### src/inc/srfa_pkg.sv
// Purpose: Constants and types for the receive STS-3 framing alignment block
// Assumes: Register indices are word indices; byte address is four times the index
// Notes:   Overview of operation follows
package srfa_pkg;
    localparam logic [15:0] STATUS_IDX   = 16'h1107;
    localparam logic [15:0] EVENT_IDX    = 16'h110B;
    localparam logic [15:0] THRESH_IDX   = 16'h112B;
    localparam logic [15:0] ENABLE_IDX   = 16'h1113;
    localparam logic [15:0] STATUS_ADDR  = 16'(STATUS_IDX * 4);
    localparam logic [15:0] EVENT_ADDR   = 16'(EVENT_IDX * 4);
    localparam logic [15:0] THRESH_ADDR  = 16'(THRESH_IDX * 4);
    localparam logic [15:0] ENABLE_ADDR  = 16'(ENABLE_IDX * 4);
    localparam logic [3:0]  THRESH_RESET = 4'h8;
    localparam logic [7:0]  ENABLE_RESET = 8'hFF;
    localparam logic [3:0]  START_GOOD   = 4'h2;
    localparam logic [2:0]  ERR_LIMIT    = 3'h4;
    localparam int          BIT_LOS      = 0;
    localparam int          BIT_SEF      = 1;
    localparam int          BIT_LOF      = 2;
    localparam int          BIT_B1       = 3;
    localparam int          BIT_B2       = 4;
    localparam int          BIT_REI      = 5;
    localparam int          BIT_SD       = 6;
    localparam int          BIT_SF       = 7;
    localparam logic [1:0]  RESP_OKAY    = 2'h0;
    localparam logic [1:0]  RESP_SLVERR  = 2'h2;

    typedef enum logic [2:0] {
        ST_START   = 3'b001,
        ST_LOF     = 3'b010,
        ST_INFRAME = 3'b100
    } srfa_state_e;

    typedef struct packed {
        logic rdiL;
        logic s1Unstable;
        logic k1k2Unstable;
        logic sf;
        logic sd;
        logic los;
    } srfa_defect_s;

    typedef struct packed {
        logic reiL;
        logic b2Err;
        logic b1Err;
    } srfa_error_s;
endpackage : srfa_pkg

### src/hw/srfa_top.sv
// Purpose: Receive STS-3 framing alignment machine with status and interrupt registers
// Assumes: Frame tick, framing error and defect inputs come from logic on the same clock
// Notes:   Registers reached over AXI4-Lite; 8-bit values sit in the low data bits
`timescale 1ns/1ps
module srfa_top (
    input  wire logic                  clock,        // 20 MHz clock
    input  wire logic                  rst_n,        // Synchronous reset, active low
    input  wire logic                  frameTick,    // One pulse per received frame
    input  wire logic                  frameErr,     // Framing byte error in that frame
    input  wire srfa_pkg::srfa_defect_s defects,     // Other defect levels
    input  wire srfa_pkg::srfa_error_s  errors,      // Error detection pulses
    input  wire logic [15:0]           s_axi_awaddr, // Write address
    input  wire logic                  s_axi_awvalid,// Write address valid
    output logic                       s_axi_awready,// Write address ready
    input  wire logic [31:0]           s_axi_wdata,  // Write data
    input  wire logic [3:0]            s_axi_wstrb,  // Write strobes
    input  wire logic                  s_axi_wvalid, // Write data valid
    output logic                       s_axi_wready, // Write data ready
    output logic [1:0]                 s_axi_bresp,  // Write response
    output logic                       s_axi_bvalid, // Write response valid
    input  wire logic                  s_axi_bready, // Write response ready
    input  wire logic [15:0]           s_axi_araddr, // Read address
    input  wire logic                  s_axi_arvalid,// Read address valid
    output logic                       s_axi_arready,// Read address ready
    output logic [31:0]                s_axi_rdata,  // Read data
    output logic [1:0]                 s_axi_rresp,  // Read response
    output logic                       s_axi_rvalid, // Read data valid
    input  wire logic                  s_axi_rready, // Read data ready
    output logic                       lofDefect,    // Loss of frame declared
    output logic                       sefDefect,    // Severely errored frame declared
    output logic                       intN          // Interrupt request, active low
);
    srfa_pkg::srfa_state_e state;
    srfa_pkg::srfa_state_e next_state;
    logic [3:0]  goodCnt;
    logic [3:0]  next_goodCnt;
    logic [2:0]  errCnt;
    logic [2:0]  next_errCnt;
    logic [3:0]  threshold;
    logic [7:0]  intEnable;
    logic [7:0]  statusByte;
    logic [7:0]  evtStat;
    logic [7:0]  events;
    logic [7:0]  readClear;
    logic [2:0]  prevDefects;
    logic        next_lof;
    logic        next_sef;
    logic [15:0] wrAddr;
    logic [31:0] wrData;
    logic [3:0]  wrStrb;
    logic        awGot;
    logic        wGot;
    logic        doWrite;
    logic        doRead;
    logic [31:0] rdValue;
    logic        rdMapped;
    logic        wrMapped;

    // Alignment machine next state
    always_comb begin
        next_state   = state;
        next_goodCnt = goodCnt;
        next_errCnt  = errCnt;
        if (frameTick) begin
            if (frameErr) begin
                next_goodCnt = 4'h0;
                next_errCnt  = (errCnt == srfa_pkg::ERR_LIMIT) ? errCnt : errCnt + 3'h1;
            end else begin
                next_errCnt  = 3'h0;
                next_goodCnt = (goodCnt == 4'hF) ? goodCnt : goodCnt + 4'h1;
            end
            case (state)
                srfa_pkg::ST_START: begin
                    if (!frameErr && (goodCnt + 4'h1 == srfa_pkg::START_GOOD)) begin
                        next_state   = srfa_pkg::ST_LOF;
                        next_goodCnt = 4'h0;
                    end
                end
                srfa_pkg::ST_LOF: begin
                    if (frameErr && (errCnt + 3'h1 == srfa_pkg::ERR_LIMIT)) begin
                        next_state  = srfa_pkg::ST_START;
                        next_errCnt = 3'h0;
                    end else if (!frameErr && ({1'b0, goodCnt} + 5'h01 >= {1'b0, threshold})) begin
                        next_state   = srfa_pkg::ST_INFRAME;
                        next_goodCnt = 4'h0;
                    end
                end
                srfa_pkg::ST_INFRAME: begin
                    if (frameErr && (errCnt + 3'h1 == srfa_pkg::ERR_LIMIT)) begin
                        next_state  = srfa_pkg::ST_START;
                        next_errCnt = 3'h0;
                    end
                end
                default: begin
                    next_state = srfa_pkg::ST_START;
                end
            endcase
        end
    end

    always_ff @(posedge clock) begin
        if (!rst_n) begin
            state   <= srfa_pkg::ST_START;
            goodCnt <= 4'h0;
            errCnt  <= 3'h0;
        end else begin
            state   <= next_state;
            goodCnt <= next_goodCnt;
            errCnt  <= next_errCnt;
        end
    end

    assign next_lof = (next_state != srfa_pkg::ST_INFRAME);
    assign next_sef = (next_state == srfa_pkg::ST_START);

    // Defect flags follow the machine state
    always_ff @(posedge clock) begin
        if (!rst_n) begin
            lofDefect <= 1'b1;
            sefDefect <= 1'b1;
        end else begin
            lofDefect <= next_lof;
            sefDefect <= next_sef;
        end
    end

    // Status byte, bit 7 down to bit 0
    assign statusByte = {defects.rdiL, defects.s1Unstable, defects.k1k2Unstable, defects.sf,
                         defects.sd, lofDefect, sefDefect, defects.los};

    always_ff @(posedge clock) begin
        if (!rst_n) begin
            prevDefects <= 3'h0;
        end else begin
            prevDefects <= {defects.sf, defects.sd, defects.los};
        end
    end

    // Event sources for the interrupt status byte
    always_comb begin
        events                       = 8'h00;
        events[srfa_pkg::BIT_LOS]    = defects.los != prevDefects[0];
        events[srfa_pkg::BIT_SEF]    = next_sef != sefDefect;
        events[srfa_pkg::BIT_LOF]    = next_lof != lofDefect;
        events[srfa_pkg::BIT_B1]     = errors.b1Err;
        events[srfa_pkg::BIT_B2]     = errors.b2Err;
        events[srfa_pkg::BIT_REI]    = errors.reiL;
        events[srfa_pkg::BIT_SD]     = defects.sd != prevDefects[1];
        events[srfa_pkg::BIT_SF]     = defects.sf != prevDefects[2];
    end

    assign readClear = (doRead && s_axi_araddr == srfa_pkg::EVENT_ADDR) ? evtStat : 8'h00;

    // Sticky events; a new event wins over a read clear
    always_ff @(posedge clock) begin
        if (!rst_n) begin
            evtStat <= 8'h00;
        end else begin
            evtStat <= (evtStat & ~readClear) | events;
        end
    end

    always_ff @(posedge clock) begin
        if (!rst_n) begin
            intN <= 1'b1;
        end else begin
            intN <= ~|(evtStat & intEnable);
        end
    end

    // Write channel
    assign doWrite  = awGot && wGot && !s_axi_bvalid;
    assign wrMapped = (wrAddr == srfa_pkg::STATUS_ADDR) || (wrAddr == srfa_pkg::EVENT_ADDR) ||
                      (wrAddr == srfa_pkg::THRESH_ADDR) || (wrAddr == srfa_pkg::ENABLE_ADDR);

    always_ff @(posedge clock) begin
        if (!rst_n) begin
            awGot         <= 1'b0;
            wGot          <= 1'b0;
            wrAddr        <= 16'h0000;
            wrData        <= 32'h0000_0000;
            wrStrb        <= 4'h0;
            s_axi_awready <= 1'b1;
            s_axi_wready  <= 1'b1;
            s_axi_bvalid  <= 1'b0;
            s_axi_bresp   <= srfa_pkg::RESP_OKAY;
        end else begin
            if (s_axi_awvalid && s_axi_awready) begin
                awGot         <= 1'b1;
                wrAddr        <= s_axi_awaddr;
                s_axi_awready <= 1'b0;
            end
            if (s_axi_wvalid && s_axi_wready) begin
                wGot         <= 1'b1;
                wrData       <= s_axi_wdata;
                wrStrb       <= s_axi_wstrb;
                s_axi_wready <= 1'b0;
            end
            if (doWrite) begin
                awGot        <= 1'b0;
                wGot         <= 1'b0;
                s_axi_bvalid <= 1'b1;
                s_axi_bresp  <= wrMapped ? srfa_pkg::RESP_OKAY : srfa_pkg::RESP_SLVERR;
            end
            if (s_axi_bvalid && s_axi_bready) begin
                s_axi_bvalid  <= 1'b0;
                s_axi_awready <= 1'b1;
                s_axi_wready  <= 1'b1;
            end
        end
    end

    // Writable control registers; status and event bytes ignore writes
    always_ff @(posedge clock) begin
        if (!rst_n) begin
            threshold <= srfa_pkg::THRESH_RESET;
            intEnable <= srfa_pkg::ENABLE_RESET;
        end else if (doWrite && wrStrb[0]) begin
            if (wrAddr == srfa_pkg::THRESH_ADDR) begin
                threshold <= wrData[3:0];
            end
            if (wrAddr == srfa_pkg::ENABLE_ADDR) begin
                intEnable <= wrData[7:0];
            end
        end
    end

    // Read channel
    assign doRead = s_axi_arvalid && s_axi_arready;

    always_comb begin
        rdValue  = 32'h0000_0000;
        rdMapped = 1'b1;
        case (s_axi_araddr)
            srfa_pkg::STATUS_ADDR: begin
                rdValue[7:0] = statusByte;
            end
            srfa_pkg::EVENT_ADDR: begin
                rdValue[7:0] = evtStat;
            end
            srfa_pkg::THRESH_ADDR: begin
                rdValue[3:0] = threshold;
            end
            srfa_pkg::ENABLE_ADDR: begin
                rdValue[7:0] = intEnable;
            end
            default: begin
                rdMapped = 1'b0;
            end
        endcase
    end

    always_ff @(posedge clock) begin
        if (!rst_n) begin
            s_axi_arready <= 1'b1;
            s_axi_rvalid  <= 1'b0;
            s_axi_rdata   <= 32'h0000_0000;
            s_axi_rresp   <= srfa_pkg::RESP_OKAY;
        end else begin
            if (doRead) begin
                s_axi_arready <= 1'b0;
                s_axi_rvalid  <= 1'b1;
                s_axi_rdata   <= rdValue;
                s_axi_rresp   <= rdMapped ? srfa_pkg::RESP_OKAY : srfa_pkg::RESP_SLVERR;
            end
            if (s_axi_rvalid && s_axi_rready) begin
                s_axi_rvalid  <= 1'b0;
                s_axi_arready <= 1'b1;
            end
        end
    end
endmodule : srfa_top

### config.mk
export PLATFORM = sky130hd
export DESIGN_NAME = srfa_top
export DESIGN_NICKNAME = d
export VERILOG_FILES = /design/src/inc/srfa_pkg.sv /design/src/hw/srfa_top.sv
export SDC_FILE = /design/constraint.sdc
export NUM_CORES = 1
export LEC_CHECK = 0
export ABC_AREA = 0
export BUFFER_PORTS_ARGS = -buffer_cell sky130_fd_sc_hd__buf_2
export CELL_PAD_IN_SITES_DETAIL_PLACEMENT = 0
export CELL_PAD_IN_SITES_GLOBAL_PLACEMENT = 1
export CORE_MARGIN = 1
export CORE_UTILIZATION = 40
export CTS_BUF_LIST = sky130_fd_sc_hd__clkbuf_4
export DETAILED_ROUTE_END_ITERATION = 7
export GPL_TIMING_DRIVEN = 0
export HOLD_SLACK_MARGIN = 0.08
export PLACE_DENSITY = 0.88
export SLEW_MARGIN = 20
export SYNTH_ARGS = -nofsm -noshare
export SYNTH_HDL_FRONTEND = slang
export SYNTH_SLANG_ARGS = --single-unit
### constraint.sdc
create_clock -name clock -period 5.48 [get_ports clock]
set_clock_uncertainty 0.1 [all_clocks]
set_input_delay 0.822 -clock clock [delete_from_list [all_inputs] [get_ports clock]]
set_output_delay 0.822 -clock clock [all_outputs]
set_load 0.02 [all_outputs]
==> results.json <==
{
  "hold_buffers": 0,
  "status": "complete, but fails checks",
  "yosys_warnings": 0,
  "io_buffers": 76,
  "num-nets-final": 633,
  "avgSynthCellArea_um2": 8.703,
  "reg2reg_setup_slack_ns": 2.47,
  "report.final.slew_viol_count": 0,
  "post_cts_resized": 0,
  "top_usage_layer": "met2",
  "synth_fa_ha_area_share_pct": 3.037,
  "routed_via_density": 5.092,
  "arrival_ns": 3.28,
  "max-cap-violations": 0,
  "yosysUniqueCellTypes": 67,
  "yosys.area_share.simple_pct": 20.86,
  "cts_made_buffers": 9,
  "min_from": "wrAddr[10]$_SDFFE_PN0P_",
  "fmax_ghz": 0.3320,
  "synth_edf_count": 0,
  "r2r_start": "goodCnt[0]$_SDFFE_PN0P_",
  "hold_path_class": "flop to flop",
  "endpoint_kind": "flop",
  "drtIter0Drc": 138,
  "grt_util_met1_pct": 21.70,
  "postSynthRegisterBits": 78,
  "reg2regPathDepth": 9,
  "final.setup.tns_ns": 0,
  "clock_latency_ns": 0.43,
  "cp-endpoint": "evtStat[1]$_SDFF_PN0_",
  "fin_cells": 651,
  "syn_area_um2": 3707,
  "die_h_um": 98.27,
  "use_met2_pct": 32.18,
  "drc_errors": 12,
  "required_ns": 5.75,
  "drive_gt1_share_pct": 25.60,
  "synthesis.instances": 426,
  "setup.worst_path.start": "goodCnt[0]$_SDFFE_PN0P_",
  "io_pins": 130,
  "yosys.area.top_type": "dfxtp_1",
  "gp_congestion": 0.8478,
  "initial_core_util_pct": 41.90,
  "ir_worst_vdd_uv": 136.7,
  "cts_root_buffer": "clkbuf_4",
  "clk_pin_slew_ns": 0.12,
  "setup_viol": 0,
  "die_area_um2": 9657,
  "clock_tree.htree_level_count": 3,
  "p_leak_nw": 1.947,
  "finalCritPeriodShare_pct": 54.96,
  "hold_viol": 0,
  "diodes": 0,
  "synth_common_cells": "dfxtp_1, nand2_1, a21oi_1, nor2_1, buf_4",
  "rsz0062_at_grt": "no",
  "grt_max_degree": 14,
  "slowest_delay_ns": 0.49,
  "p_per_area_nw_per_um2": 252.8,
  "cts_tree": "built",
  "crit_slowest_cell": "a2111oi_2",
  "path_class": "flop to flop",
  "area_growth_pct": 20.62,
  "multi_input_area_um2": 1911,
  "grt_pass1_vias": 3104,
  "cts_setup_buffers": 0,
  "critPathMaxFanout": 7,
  "gr-total-overflow": 0,
  "cpMostUsedCell": "ha_1",
  "synthTopCellsByArea": "dfxtp_1, nand2_1, a21oi_1",
  "start_kind": "flop",
  "synth_seq_area_share_pct": 42.12,
  "dr_total_vias": 3315,
  "yosysTopAreaCellShare_pct": 42.12,
  "async_reset_ff_share_pct": 0,
  "drt-pass1-iter-count": 8,
  "grt_pass1_wl_mm": 14.17,
  "synth-compound-area-share_pct": 19.61,
  "hpwlAfterDp_mm": 6.394,
  "relSlewSlack_pct": 56.76,
  "muxShareOfSynthArea_pct": 3.544,
  "synth_xor_area_share_pct": 1.856,
  "regArea_um2": 1562,
  "fp-row-count": 34,
  "min_period_ns": 3.012,
  "grtUsageMet3_pct": 4.653,
  "reg2reg_to": "evtStat[1]$_SDFF_PN0_",
  "worst_slew_pin_slew_ns": 0.6458,
  "cts.sinks": 78,
  "ant_nets": 0,
  "grt_use_total_pct": 18.35,
  "grt_antenna_before_repair": 0,
  "wl_per_cell_um": 12.89,
  "placed_cells": 635,
  "fillCellCount": 888,
  "clockBufferDepth": 2,
  "die_w_um": 98.27,
  "synth_top_family_by_area": "simple AND/OR/NAND/NOR gates",
  "violations": "DRC",
  "crit_chain": "ha_1, xor2_1, ha_1, a21oi_1, o21ai_1, a2111oi_2, o41ai_2, or4_1, a31oi_1",
  "wl_mm": 8.390,
  "core_um2": 8848,
  "ys.flop_type": "dfxtp_1"
}
[through the flow]
step | power, W | instance area (um2) | util, % | setup slack (ns) | hold slack, ns
after global placement | 0.0007609 | 4317 | 48.78 | 2.505 | 0.3395
after floorplan | 0.0007142 | 3801 | - | 2.806 | 0.3313
after CTS | 0.001145 | 4472 | 50.54 | 2.462 | 0.3629
final | 0.001131 | 4472 | 50.54 | 2.468 | 0.3609
after global routing | 0.001189 | 4472 | 50.54 | 2.251 | 0.3816
after detailed placement | 0.0007644 | 4317 | 48.78 | 2.488 | 0.3451
[worst min-delay path by stage]
| stage | end | slack [ns] | depth (start not counted) |
|---|---|---|---|
| after floorplan | wrAddr[0]$_SDFFE_PN0P_ | 0.33 | 2 |
| after global placement | wrAddr[13]$_SDFFE_PN0P_ | 0.34 | 2 |
| after detailed placement | wrAddr[1]$_SDFFE_PN0P_ | 0.35 | 2 |
| after CTS | wrAddr[1]$_SDFFE_PN0P_ | 0.36 | 2 |
| after global routing | wrAddr[10]$_SDFFE_PN0P_ | 0.38 | 2 |
| final | wrAddr[10]$_SDFFE_PN0P_ | 0.36 | 2 |
[worst max-delay path, delay by kind of cell (launching register included)]
kind | cells | cell delay, ns
compound gates | 5 | 1.12
xor+xnor | 1 | 0.24
fa+ha+maj | 2 | 0.56
flops | 1 | 0.46
simple gates | 1 | 0.48
[cell type report]
type	count	area share (%)
plain buffers	41	5.848
flip-flops and latches	78	34.92
clock inverters	7	1.959
repair buffers	76	8.506
clock buffers	9	1.511
inverters	18	1.511
multi-input cells	314	42.73
well taps	108	3.022
[cell families (layout without fill, tap and decap cells)]
kind of cell / count (synthesis) / after routing
AO/OA/AOI/OAI: 107 / 107
multiplexers: 13 / 13
AND/OR/NAND/NOR: 152 / 152
other: 1 / 26
XOR/XNOR: 7 / 7
flip-flops: 78 / 78
adder cells (fa/ha/maj): 9 / 9
buffers and inverters: 59 / 151
[flip-flops by register name, indices dropped and copies added (netlist names), 3 cells and up]
| signal | count |
|---|---|
| wrData | 8 |
| wrAddr | 16 |
| state | 3 |
| prevDefects | 3 |
| s_axi_rdata | 8 |
| goodCnt | 4 |
| evtStat | 8 |
| errCnt | 3 |
| intEnable | 8 |
| threshold | 4 |
[layer usage]
layer,vias up,wire length [um]
met2,123,3998
met5,-,0
met3,17,680
met4,0,140
li1,1670,-
met1,1505,3571
[placed cells by master, fill, tap and decap left out, types with 8 or more instances in the layout]
| master | instances |
|---|---|
| ha_1 | 9 |
| inv_1 | 18 |
| o21ai_0 | 8 |
| buf_4 | 26 |
| mux2i_1 | 12 |
| nand2_1 | 78 |
| a21oi_1 | 46 |
| dfxtp_1 | 78 |
| conb_1 | 26 |
| nor2_1 | 28 |
| clkbuf_1 | 10 |
| a22oi_1 | 12 |
| clkbuf_4 | 9 |
| buf_2 | 78 |
[report_power, final]
group	switching (W)	leakage (nW)	internal, W
Sequential	0.0000176	0.639	0.000591
Combinational	0.0000825	1.23	0.0000607
Clock	0.000197	0.0791	0.000182
Total	0.000297	1.95	0.000833
(Power assumes the default switching activity.)
